===== config.mk =====
export PLATFORM = sky130hd
export DESIGN_NAME = stcr_top
export DESIGN_NICKNAME = d
export VERILOG_FILES = /design/src/rtl/stcr_top.v
export VERILOG_INCLUDE_DIRS = /design/src /design/src/rtl
export SDC_FILE = /design/constraint.sdc
export NUM_CORES = 1
export LEC_CHECK = 0
export BUFFER_PORTS_ARGS = -buffer_cell sky130_fd_sc_hd__buf_2
export CAP_MARGIN = 40
export CORE_UTILIZATION = 55
export DETAILED_ROUTE_END_ITERATION = 8
export PLACE_DENSITY = 0.74
export SLEW_MARGIN = 25
export SYNTH_ARGS = -nofsm -noshare
export SYNTH_HDL_FRONTEND = slang
export SYNTH_SLANG_ARGS = --single-unit

===== constraint.sdc =====
create_clock -name CLK -period 8.65 [get_ports CLK]
set_input_delay 2.1625 -clock CLK [delete_from_list [all_inputs] [get_ports CLK]]
set_output_delay 2.1625 -clock CLK [all_outputs]
set_load 0.1 [all_outputs]

===== src/rtl/stcr_regs.vh =====
// Register map, field positions, reset values and timing for the test bank
`ifndef STCR_REGS_VH
`define STCR_REGS_VH

// Register offsets
`define STCR_ADDR_ST_CTRL     8'h24
`define STCR_ADDR_ST_ERRCNT   8'h25
`define STCR_ADDR_SCL_HIGH    8'h26
`define STCR_ADDR_SCL_LOW     8'h27
`define STCR_ADDR_AUDIO_CTRL2 8'h28

// Reset values
`define STCR_RST_ST_CTRL      8'h08
`define STCR_RST_ST_ERRCNT    8'h00
`define STCR_RST_SCL_HIGH     8'h83
`define STCR_RST_SCL_LOW      8'h84
`define STCR_RST_AUDIO_CTRL2  8'h00
// Synchroniser idle levels: LF, power-down, self-test pin, SDA, SCL
`define STCR_SYNC_RST         5'h0b

// Self-test control fields
`define STCR_ST_PIN_CFG_BIT   3
`define STCR_ST_OSC_HI        2
`define STCR_ST_OSC_LO        1
`define STCR_ST_EN_BIT        0
`define STCR_ST_RSVD_W        4

// Audio path control fields
`define STCR_AP_BLOCK_FWD_BIT 7
`define STCR_AP_AUX_BIT       3
`define STCR_AP_DISABLE_BIT   2
`define STCR_AP_SURROUND_BIT  0
`define STCR_AP_WMASK         8'h8d

// Error counter ceiling
`define STCR_ERR_MAX          8'hff

// Timing: clock period, pulse-width unit, oscillator rates
`define STCR_CLK_NS           40
`define STCR_UNIT_NS          50
`define STCR_OSC_NOM_KHZ      33000
`define STCR_OSC_LF_KHZ       12500

`endif


===== src/rtl/stcr_top.v =====
// Self-test, I2C timing and audio path register bank with serial slave port
// Overview of operation
// - Bit 3 picks self-test enable source: 0 register, 1 pin; pin at reset.
// - Bits 2:1 choose oscillator; 00 and 01 both mean 33 MHz; reset 00.
// - Oscillator runs functional mode when pixel clock absent and 0x03[1]=1.
// - Low-frequency select makes the oscillator 12.5 MHz instead of 33 MHz.
// - Control bit 0 enables self test when one; reset value zero.
// - Self-test forward-channel errors go to a saturating 8-bit counter.
// - Error count clears when power-down pin low or new self test starts.
// - High-time register sets master clock high width; reset 0x83.
// - Low-time register sets master clock low width; reset 0x84.
// - Both widths count in 50 ns units of the nominal oscillator.
// - As slave, low-time value is data setup before clock line release.
// - Bit 7 of audio control blocks forward-channel loads of that register.
// - Bit 3 puts auxiliary audio on general pins: pin 1 select, pin 0 data.
// - Bit 2 disables the audio serial data outputs, not aux audio on general pins; clear at reset.
// - Bit 0 selects surround audio; else 2 or 4 channels by mode pin.
// - Surround audio only with data-island transport, never frame transport.
// - In repeater mode in-band detected audio mode overrides surround bit.
// - Low-frequency select marks clock range below 15 MHz versus 15 to 85.
`include "stcr_regs.vh"
`default_nettype none

module stcr_top #(
   parameter [6:0] DEV_ADDR = 7'h2c,
   parameter       CNT_W    = 12
) (
   // Clock and reset
   input  wire       CLK,
   input  wire       SYS_RST,
   // Serial control bus pins
   input  wire       SCL_IN,
   output reg        SCL_OUT,
   output reg        SCL_OE_N,
   input  wire       SDA_IN,
   output reg        SDA_OUT,
   output reg        SDA_OE_N,
   // Device pins sampled from outside the clock domain
   input  wire       SELF_TEST_PIN,
   input  wire       POWER_DOWN_PIN_N,
   input  wire       LOW_FREQ_SELECT,
   // Core status inputs
   input  wire       PCLK_PRESENT,
   input  wire       OSC_FUNC_ENABLE,
   input  wire       FC_ERROR,
   input  wire       MASTER_ACTIVE,
   input  wire       FWD_LOAD,
   input  wire [7:0] FWD_DATA,
   // Audio and general pins
   input  wire [1:0] GPIO_IN,
   input  wire       AUX_WS,
   input  wire       AUX_DATA,
   input  wire [3:0] AUDIO_SD_IN,
   input  wire       REPEATER,
   input  wire       INBAND_VALID,
   input  wire       INBAND_SURROUND,
   input  wire       MODE_SEL_FOUR,
   input  wire       FRAME_TRANSPORT,
   // Self-test and oscillator outputs
   output reg        SELF_TEST_ACTIVE,
   output reg  [1:0] OSC_SOURCE,
   output reg        USE_INT_OSC,
   output reg        OSC_LOW_FREQ,
   // Local bus master clock
   output reg        MASTER_SCL_OE_N,
   // Audio path outputs
   output reg        AUX_AUDIO_EN,
   output reg  [1:0] GPIO_OUT,
   output reg        AUDIO_DISABLE,
   output reg  [3:0] AUDIO_SD_OUT,
   output reg        SURROUND_ACTIVE,
   output reg        FOUR_CHANNEL
);

   localparam integer UNIT_NOM_I =
      (`STCR_UNIT_NS + `STCR_CLK_NS - 1) / `STCR_CLK_NS;
   localparam integer UNIT_LF_NS =
      `STCR_UNIT_NS * `STCR_OSC_NOM_KHZ / `STCR_OSC_LF_KHZ;
   localparam integer UNIT_LF_I =
      (UNIT_LF_NS + `STCR_CLK_NS - 1) / `STCR_CLK_NS;
   localparam [CNT_W-1:0] UNIT_CYC_NOM = UNIT_NOM_I[CNT_W-1:0];
   localparam [CNT_W-1:0] UNIT_CYC_LF  = UNIT_LF_I[CNT_W-1:0];
   localparam [7:0]       CTRL_RST     = `STCR_RST_ST_CTRL;

   localparam [3:0] ST_IDLE = 4'h0;
   localparam [3:0] ST_ADDR = 4'h1;
   localparam [3:0] ST_AACK = 4'h2;
   localparam [3:0] ST_PTR  = 4'h3;
   localparam [3:0] ST_PACK = 4'h4;
   localparam [3:0] ST_WR   = 4'h5;
   localparam [3:0] ST_RD   = 4'h6;
   localparam [3:0] ST_RACK = 4'h7;

   ////////////////////////////////////////////////////////////////////////////
   // Pin synchronisers: three stages, change taken when stages 2 and 3 agree

   localparam NSYNC = 5;
   // Every stage idles at its pin's rest level, so no false edge after reset
   localparam [NSYNC-1:0] SYNC_RST = `STCR_SYNC_RST;
   wire [NSYNC-1:0] pin_raw = {LOW_FREQ_SELECT, POWER_DOWN_PIN_N,
                               SELF_TEST_PIN, SDA_IN, SCL_IN};
   reg  [NSYNC-1:0] sync1_r;
   reg  [NSYNC-1:0] sync2_r;
   reg  [NSYNC-1:0] sync3_r;
   reg  [NSYNC-1:0] filt_r;
   reg  [NSYNC-1:0] filt_prev_r;

   genvar gi;
   generate
      for (gi = 0; gi < NSYNC; gi = gi + 1) begin : g_sync
         always @(posedge CLK) begin
            if (SYS_RST) begin
               sync1_r[gi] <= SYNC_RST[gi];
               sync2_r[gi] <= SYNC_RST[gi];
               sync3_r[gi] <= SYNC_RST[gi];
               filt_r[gi]  <= SYNC_RST[gi];
            end else begin
               sync1_r[gi] <= pin_raw[gi];
               sync2_r[gi] <= sync1_r[gi];
               sync3_r[gi] <= sync2_r[gi];
               if (sync2_r[gi] == sync3_r[gi]) begin
                  filt_r[gi] <= sync3_r[gi];
               end
            end
         end
      end
   endgenerate

   always @(posedge CLK) begin
      if (SYS_RST) begin
         filt_prev_r <= SYNC_RST;
      end else begin
         filt_prev_r <= filt_r;
      end
   end

   wire scl_f    = filt_r[0];
   wire sda_f    = filt_r[1];
   wire st_pin_f = filt_r[2];
   wire pdn_n_f  = filt_r[3];
   wire lf_f     = filt_r[4];
   wire scl_rise = scl_f & ~filt_prev_r[0];
   wire scl_fall = ~scl_f & filt_prev_r[0];
   wire bus_start = scl_f & filt_prev_r[0] & filt_prev_r[1] & ~sda_f;
   wire bus_stop  = scl_f & filt_prev_r[0] & ~filt_prev_r[1] & sda_f;

   ////////////////////////////////////////////////////////////////////////////
   // Registers

   reg        st_pin_cfg_r;
   reg  [1:0] st_osc_r;
   reg        st_en_r;
   reg  [7:0] err_cnt_r;
   reg  [7:0] scl_high_r;
   reg  [7:0] scl_low_r;
   reg  [7:0] ap_ctrl_r;
   reg        st_act_prev_r;

   reg  [3:0] state_r;
   reg  [3:0] bitcnt_r;
   reg  [7:0] shreg_r;
   reg  [7:0] txsh_r;
   reg  [7:0] ptr_r;
   reg        nack_r;
   reg        host_wr;
   reg  [7:0] rd_data;

   wire st_active = st_pin_cfg_r ? st_pin_f : st_en_r;
   wire st_start  = st_active & ~st_act_prev_r;

   always @* begin
      case (ptr_r)
         `STCR_ADDR_ST_CTRL:
            rd_data = {{`STCR_ST_RSVD_W{1'b0}}, st_pin_cfg_r,
                       st_osc_r, st_en_r};
         `STCR_ADDR_ST_ERRCNT:   rd_data = err_cnt_r;
         `STCR_ADDR_SCL_HIGH:    rd_data = scl_high_r;
         `STCR_ADDR_SCL_LOW:     rd_data = scl_low_r;
         `STCR_ADDR_AUDIO_CTRL2:
            rd_data = ap_ctrl_r & `STCR_AP_WMASK;
         default:                rd_data = 8'h00;
      endcase
   end

   wire wr_now = host_wr;

   always @(posedge CLK) begin
      if (SYS_RST) begin
         st_pin_cfg_r  <= CTRL_RST[`STCR_ST_PIN_CFG_BIT];
         st_osc_r      <= CTRL_RST[`STCR_ST_OSC_HI:`STCR_ST_OSC_LO];
         st_en_r       <= CTRL_RST[`STCR_ST_EN_BIT];
         scl_high_r    <= `STCR_RST_SCL_HIGH;
         scl_low_r     <= `STCR_RST_SCL_LOW;
         ap_ctrl_r     <= `STCR_RST_AUDIO_CTRL2;
         err_cnt_r     <= `STCR_RST_ST_ERRCNT;
         st_act_prev_r <= 1'b0;
      end else begin
         st_act_prev_r <= st_active;
         if (wr_now && ptr_r == `STCR_ADDR_ST_CTRL) begin
            st_pin_cfg_r <= shreg_r[`STCR_ST_PIN_CFG_BIT];
            st_osc_r     <= shreg_r[`STCR_ST_OSC_HI:`STCR_ST_OSC_LO];
            st_en_r      <= shreg_r[`STCR_ST_EN_BIT];
         end
         if (wr_now && ptr_r == `STCR_ADDR_SCL_HIGH) begin
            scl_high_r <= shreg_r;
         end
         if (wr_now && ptr_r == `STCR_ADDR_SCL_LOW) begin
            scl_low_r <= shreg_r;
         end
         if (wr_now && ptr_r == `STCR_ADDR_AUDIO_CTRL2) begin
            ap_ctrl_r <= shreg_r & `STCR_AP_WMASK;
         end else if (FWD_LOAD &&
                      !ap_ctrl_r[`STCR_AP_BLOCK_FWD_BIT]) begin
            ap_ctrl_r <= (FWD_DATA & `STCR_AP_WMASK) |
                         (ap_ctrl_r & (8'h01 << `STCR_AP_BLOCK_FWD_BIT));
         end
         if (!pdn_n_f || st_start) begin
            err_cnt_r <= `STCR_RST_ST_ERRCNT;
         end else if (st_active && FC_ERROR &&
                      err_cnt_r != `STCR_ERR_MAX) begin
            err_cnt_r <= err_cnt_r + 8'h01;
         end
      end
   end

   ////////////////////////////////////////////////////////////////////////////
   // Serial control bus slave

   wire addressed = (state_r != ST_IDLE) && (state_r != ST_ADDR);

   always @(posedge CLK) begin
      if (SYS_RST) begin
         state_r  <= ST_IDLE;
         bitcnt_r <= 4'h0;
         shreg_r  <= 8'h00;
         txsh_r   <= 8'h00;
         ptr_r    <= 8'h00;
         nack_r   <= 1'b0;
         host_wr  <= 1'b0;
         SDA_OUT  <= 1'b0;
         SDA_OE_N <= 1'b1;
      end else begin
         host_wr <= 1'b0;
         if (bus_start) begin
            state_r  <= ST_ADDR;
            bitcnt_r <= 4'h0;
            SDA_OE_N <= 1'b1;
         end else if (bus_stop) begin
            state_r  <= ST_IDLE;
            SDA_OE_N <= 1'b1;
         end else if (scl_rise) begin
            if (state_r == ST_RACK) begin
               nack_r <= sda_f;
            end else if (state_r == ST_ADDR || state_r == ST_PTR ||
                         state_r == ST_WR || state_r == ST_RD) begin
               shreg_r  <= {shreg_r[6:0], sda_f};
               bitcnt_r <= bitcnt_r + 4'h1;
            end
         end else if (scl_fall) begin
            case (state_r)
               ST_ADDR: begin
                  if (bitcnt_r == 4'h8) begin
                     bitcnt_r <= 4'h0;
                     if (shreg_r[7:1] == DEV_ADDR) begin
                        nack_r   <= shreg_r[0];
                        SDA_OE_N <= 1'b0;
                        state_r  <= ST_AACK;
                     end else begin
                        state_r <= ST_IDLE;
                     end
                  end
               end
               ST_AACK: begin
                  bitcnt_r <= 4'h0;
                  if (nack_r) begin
                     txsh_r   <= {rd_data[6:0], 1'b0};
                     SDA_OE_N <= rd_data[7];
                     state_r  <= ST_RD;
                  end else begin
                     SDA_OE_N <= 1'b1;
                     state_r  <= ST_PTR;
                  end
               end
               ST_PTR, ST_WR: begin
                  if (bitcnt_r == 4'h8) begin
                     bitcnt_r <= 4'h0;
                     SDA_OE_N <= 1'b0;
                     state_r  <= ST_PACK;
                     if (state_r == ST_PTR) begin
                        ptr_r <= shreg_r;
                     end else begin
                        host_wr <= 1'b1;
                     end
                  end
               end
               ST_PACK: begin
                  if (host_wr == 1'b0 && state_r == ST_PACK) begin
                     SDA_OE_N <= 1'b1;
                     state_r  <= ST_WR;
                  end
               end
               ST_RD: begin
                  if (bitcnt_r == 4'h8) begin
                     SDA_OE_N <= 1'b1;
                     ptr_r    <= ptr_r + 8'h01;
                     state_r  <= ST_RACK;
                  end else begin
                     SDA_OE_N <= txsh_r[7];
                     txsh_r   <= {txsh_r[6:0], 1'b0};
                  end
               end
               ST_RACK: begin
                  bitcnt_r <= 4'h0;
                  if (nack_r) begin
                     state_r <= ST_IDLE;
                  end else begin
                     txsh_r   <= {rd_data[6:0], 1'b0};
                     SDA_OE_N <= rd_data[7];
                     state_r  <= ST_RD;
                  end
               end
               default: state_r <= ST_IDLE;
            endcase
         end else if (host_wr) begin
            ptr_r <= ptr_r + 8'h01;
         end
      end
   end

   ////////////////////////////////////////////////////////////////////////////
   // Pulse-width unit, slave clock stretch and master clock generator

   wire [CNT_W-1:0] unit_cyc = lf_f ? UNIT_CYC_LF : UNIT_CYC_NOM;
   wire [CNT_W-1:0] low_cyc  = {{(CNT_W-8){1'b0}}, scl_low_r} * unit_cyc;
   wire [CNT_W-1:0] high_cyc = {{(CNT_W-8){1'b0}}, scl_high_r} * unit_cyc;

   reg  [CNT_W-1:0] stretch_r;
   reg  [CNT_W-1:0] mclk_cnt_r;
   reg              mclk_high_r;

   always @(posedge CLK) begin
      if (SYS_RST) begin
         stretch_r <= {CNT_W{1'b0}};
         SCL_OUT   <= 1'b0;
         SCL_OE_N  <= 1'b1;
      end else if (scl_fall && addressed && low_cyc != {CNT_W{1'b0}}) begin
         stretch_r <= low_cyc;
         SCL_OE_N  <= 1'b0;
      end else if (stretch_r != {CNT_W{1'b0}}) begin
         stretch_r <= stretch_r - {{(CNT_W-1){1'b0}}, 1'b1};
         SCL_OE_N  <= (stretch_r == {{(CNT_W-1){1'b0}}, 1'b1});
      end else begin
         SCL_OE_N <= 1'b1;
      end
   end

   always @(posedge CLK) begin
      if (SYS_RST) begin
         mclk_cnt_r      <= {CNT_W{1'b0}};
         mclk_high_r     <= 1'b1;
         MASTER_SCL_OE_N <= 1'b1;
      end else if (!MASTER_ACTIVE) begin
         mclk_cnt_r      <= {CNT_W{1'b0}};
         mclk_high_r     <= 1'b1;
         MASTER_SCL_OE_N <= 1'b1;
      end else if (mclk_cnt_r <= {{(CNT_W-1){1'b0}}, 1'b1}) begin
         mclk_high_r     <= ~mclk_high_r;
         MASTER_SCL_OE_N <= ~mclk_high_r;
         mclk_cnt_r <= mclk_high_r ? low_cyc : high_cyc;
      end else begin
         mclk_cnt_r <= mclk_cnt_r - {{(CNT_W-1){1'b0}}, 1'b1};
      end
   end

   ////////////////////////////////////////////////////////////////////////////
   // Output flops

   wire surround_req = (REPEATER && INBAND_VALID) ? INBAND_SURROUND
                       : ap_ctrl_r[`STCR_AP_SURROUND_BIT];
   wire surround_ok  = surround_req & ~FRAME_TRANSPORT;
   wire aux_en       = ap_ctrl_r[`STCR_AP_AUX_BIT];
   wire aud_dis      = ap_ctrl_r[`STCR_AP_DISABLE_BIT];

   always @(posedge CLK) begin
      if (SYS_RST) begin
         SELF_TEST_ACTIVE <= 1'b0;
         OSC_SOURCE       <= 2'h0;
         USE_INT_OSC      <= 1'b0;
         OSC_LOW_FREQ     <= 1'b0;
         AUX_AUDIO_EN     <= 1'b0;
         GPIO_OUT         <= 2'h0;
         AUDIO_DISABLE    <= 1'b0;
         AUDIO_SD_OUT     <= 4'h0;
         SURROUND_ACTIVE  <= 1'b0;
         FOUR_CHANNEL     <= 1'b0;
      end else begin
         SELF_TEST_ACTIVE <= st_active;
         OSC_SOURCE       <= st_osc_r;
         USE_INT_OSC      <= st_active |
                             (~PCLK_PRESENT & OSC_FUNC_ENABLE);
         OSC_LOW_FREQ     <= lf_f;
         AUX_AUDIO_EN     <= aux_en;
         GPIO_OUT         <= aux_en ? {AUX_WS, AUX_DATA} : GPIO_IN;
         AUDIO_DISABLE    <= aud_dis;
         AUDIO_SD_OUT     <= aud_dis ? 4'h0 : AUDIO_SD_IN;
         SURROUND_ACTIVE  <= surround_ok;
         FOUR_CHANNEL     <= ~surround_ok & MODE_SEL_FOUR;
      end
   end

endmodule

`default_nettype wire


==> out/results.tsv <==
stage	metric	value	unit
status	status	finished, final reports clean	
synth	post-synthesis sequential area ratio	0.3774	
drt	DRC Markers	0	
clock_network	Root Buffer	clkbuf_16	
synth	Netlist cell types	69	
floorplan	FP Rows	40	
pwr	Pleak	3.119	nW
timing	Final setup viols	0	
critical_path	flop-to-flop setup slack	5.61	ns
clock_network	CTS tree	built	
floorplan	Die W	113.1	um
synth	Yosys Warn Count	0	
critical_path	slowest stage delay, CP	0.72	ns
timing	Clock Skews	0.006906	ns
critical_path	critical path startpoint category	flip-flop	
synth	EDFF count, synth	0	
clock_network	Worst-path clk slew	0.06	ns
floorplan	Die ar.	12790	um2
critical_path	r2r endpoint	stretch_r[9]$_SDFFE_PP0P_	
global_route	wire length of the first global-routing pass	25.94	mm
timing	Setup Total Neg Slack	0	ns
pwr	Power Density	250.4	nW/um2
layout	layout cell share with drive strength beyond 1	0.1528	
global_route	largest net degree at the start of global routing	81	
clock_network	CTS sink cnt	128	
hold_path	Hold Crit Depth	1	
hold_path	Hold Path Class	flip-flop to flip-flop	
global_route	gr usage total	0.2590	
clock_network	post-CTS setup buffers	0	
global_route	vias in the first global route	5372	
clock_network	htree depth	4	
critical_path	Worst Path Required	6.49	ns
clock_network	CTS Buf Count	17	
drt	total number of vias	5883	
drt	Via density	5.895	
layout	Area growth syn-to-layout	14.98	%
global_route	Congestion Overflow GR	0	
timing	highest clock rate	259.8	MHz
global_route	initial antenna violation count	0	
place	PortBufs	46	
synth	syn avg cell area	8.550	um2
critical_path	Worst Setup SP	mclk_high_r$_SDFFE_PP1N_	
timing	Tmin final	3.848	ns
drt	initial DRC count	515	
timing	Worst Max-Slew Pin Slew	0.7671	ns
place	hpwl dp	11.19	mm
critical_path	crit path buf inv count	1	
synth	prevailing post-synth register cell	dfxtp_1	
critical_path	cell depth of the worst flop-to-flop path	8	
critical_path	CP Capture Type	output pin	
critical_path	CP max-delay cell	dfxtp_1	
synth	synthesized flop and latch total	128	
layout	n_diodes	0	
critical_path	worst reg2reg path startpoint	lf_f$_SDFFE_PP0N_	
layout	most common cell after layout, fill and taps aside	dfxtp_1	
drt	Post-DRT Antenna Nets	0	
timing	ratio of final minimum period to clock period	0.4449	
timing	Max-slew headroom	0.4870	
drt	wirelength, routed	15.92	mm
critical_path	Arrival @ worst endpoint	1.69	ns
floorplan	I/O Pins	53	
clock_network	post-cts repair resize count	0	
critical_path	WS Path Type	flip-flop to output pin	
hold_path	hold endpoint	sync2_r[3]$_SDFF_PP1_	
timing	max-slew violations	0	
drt	wire length per cell	15.95	um
clock_network	clk_lat worst skew	0.42	ns
floorplan	Core Region	12010	um2
hold_path	Hold Crit Start	sync1_r[3]$_SDFF_PP1_	
layout	fillcell total	1001	
synth	Cell Area, Synth	6789	um2
layout	final net count	902	
drt	drt pass-1 iters	6	
clock_network	Bufs on Longest Clock Path	2	
synth	cells after synthesis	794	
run	Max Cap Viol	0	
layout	commonest non-fill, non-tap cells in the layout	128 x dfxtp_1, 97 x nor2_1, 56 x nand2_1	
critical_path	critical-path cell list	buf_2	
floorplan	initial cell density of the core	0.5652	
place	RD Place Congestion	0.9068	
critical_path	CP max FO	18	
layout	Final Core Density	0.6499	
timing	Final Hold Violating Endpoints	0	
synth	Synth async-reset ratio	0	
clock_network	Post-CTS Hold Buffers	0	
pwr	Peak VDD IR	0.0001276	V
critical_path	family with the most delay on the worst path	flip-flops	
floorplan	Die H	113.1	um
timing	RSZ-0062 raised after global routing	no	
[stage by stage]
step / power [mW] / worst slack (ns) / hold WS [ns] / cell area, um2 / instances
2_1_floorplan: 1.091 / 5.245 / 0.3895 / 6853 / 811
3_3_place_gp: 1.148 / 4.756 / 0.4031 / 7094 / 964
3_5_place_dp: 1.166 / 5.118 / 0.4065 / 7128 / 965
4_1_cts: 1.962 / 4.791 / 0.4253 / 7784 / 997
5_1_grt: 2.046 / 4.706 / 0.4303 / 7806 / 998
6_report: 1.955 / 4.802 / 0.4198 / 7806 / 998
[worst max-delay path by stage]
| stage | endpoint | slack [ns] | cells after the start |
|---|---|---|---|
| after detailed placement | err_cnt_r[5]$_SDFFE_PP0P_ | 5.12 | 5 |
| after floorplan | GPIO_OUT[1]$_SDFF_PP0_ | 5.25 | 5 |
| final | MASTER_SCL_OE_N | 4.80 | 1 |
| after global routing | MASTER_SCL_OE_N | 4.71 | 1 |
| after global placement | mclk_cnt_r[8]$_SDFF_PP0_ | 4.76 | 5 |
| after CTS | MASTER_SCL_OE_N | 4.79 | 1 |
[synth_stat cells, types with 5 or more instances]
| cell | n | area, um2 |
|---|---|---|
| nor2_1 | 97 | 364.1 |
| dfxtp_1 | 128 | 2562 |
| clkbuf_1 | 24 | 90.09 |
| a211oi_1 | 13 | 97.59 |
| xor2_1 | 9 | 78.83 |
| nor3_1 | 26 | 130.1 |
| buf_1 | 5 | 18.77 |
| or2_2 | 12 | 75.07 |
| ha_1 | 29 | 362.9 |
| a211o_1 | 8 | 70.07 |
| and2_1 | 8 | 50.05 |
| or3_1 | 10 | 62.56 |
| nor4_1 | 5 | 31.28 |
| xnor2_1 | 24 | 210.2 |
| o21bai_1 | 5 | 37.54 |
| o22ai_1 | 8 | 50.05 |
| mux2i_1 | 30 | 300.3 |
| nand2b_1 | 13 | 81.33 |
| o21ai_0 | 34 | 170.2 |
| a21oi_1 | 54 | 270.3 |
| inv_1 | 23 | 86.33 |
| nor2b_1 | 26 | 162.7 |
| buf_2 | 8 | 40.04 |
| nand3_1 | 26 | 130.1 |
| nand2_1 | 56 | 210.2 |
| a22oi_1 | 5 | 37.54 |
| mux2_2 | 21 | 236.5 |
| a222oi_1 | 8 | 80.08 |
[layer usage]
layer	share of wire	vias to the layer above	global-route usage
li1	-	2901	-
met1	0.45	2755	0.3386
met2	0.46	203	0.4147
met3	0.073	24	0.07124
met4	0.019	0	0.08421
met5	0	-	0
[report_power, final]
part           switching, mW  leakage (nW)  total [mW]  internal (mW)
Clock                  0.260         0.320       0.793          0.533
Sequential            0.0538          1.04       0.693          0.639
Combinational          0.269          1.76       0.469          0.200
Total                  0.583          3.12        1.96           1.37
[cell families after synthesis]
kind of cell               count (synthesis)  share of synthesized area
other                                      1                  0.0005524
and+or+nand+nor                          314                     0.2357
buffers and inverters                     64                    0.03962
DFF                                      128                     0.3774
adders and majority gates                 31                    0.05934
muxes                                     51                    0.07906
AOI/OAI and AO/OA                        172                     0.1657
xor gates and xnor gates                  33                    0.04257
[sequential cells by signal (all words and copies together), names as in the netlist, 4 cells and up]
name          cells
mclk_cnt_r       12
stretch_r        12
err_cnt_r         8
ptr_r             8
scl_high_r        8
scl_low_r         8
shreg_r           8
txsh_r            7
sync1_r           5
sync2_r           5
sync3_r           5
AUDIO_SD_OUT      4
ap_ctrl_r         4
bitcnt_r          4
[area by class of cell]
class | instances | area, um2 | area share
clock buffers | 22 | 474.2 | 0.06075
inverters | 23 | 86.33 | 0.01106
flip-flops and latches | 128 | 2562 | 0.3283
clock inverters | 10 | 181.4 | 0.02324
well taps | 147 | 183.9 | 0.02356
repair buffers | 49 | 279.0 | 0.03574
multi-input cells | 619 | 4039 | 0.5174
(Power assumes the default switching activity.)
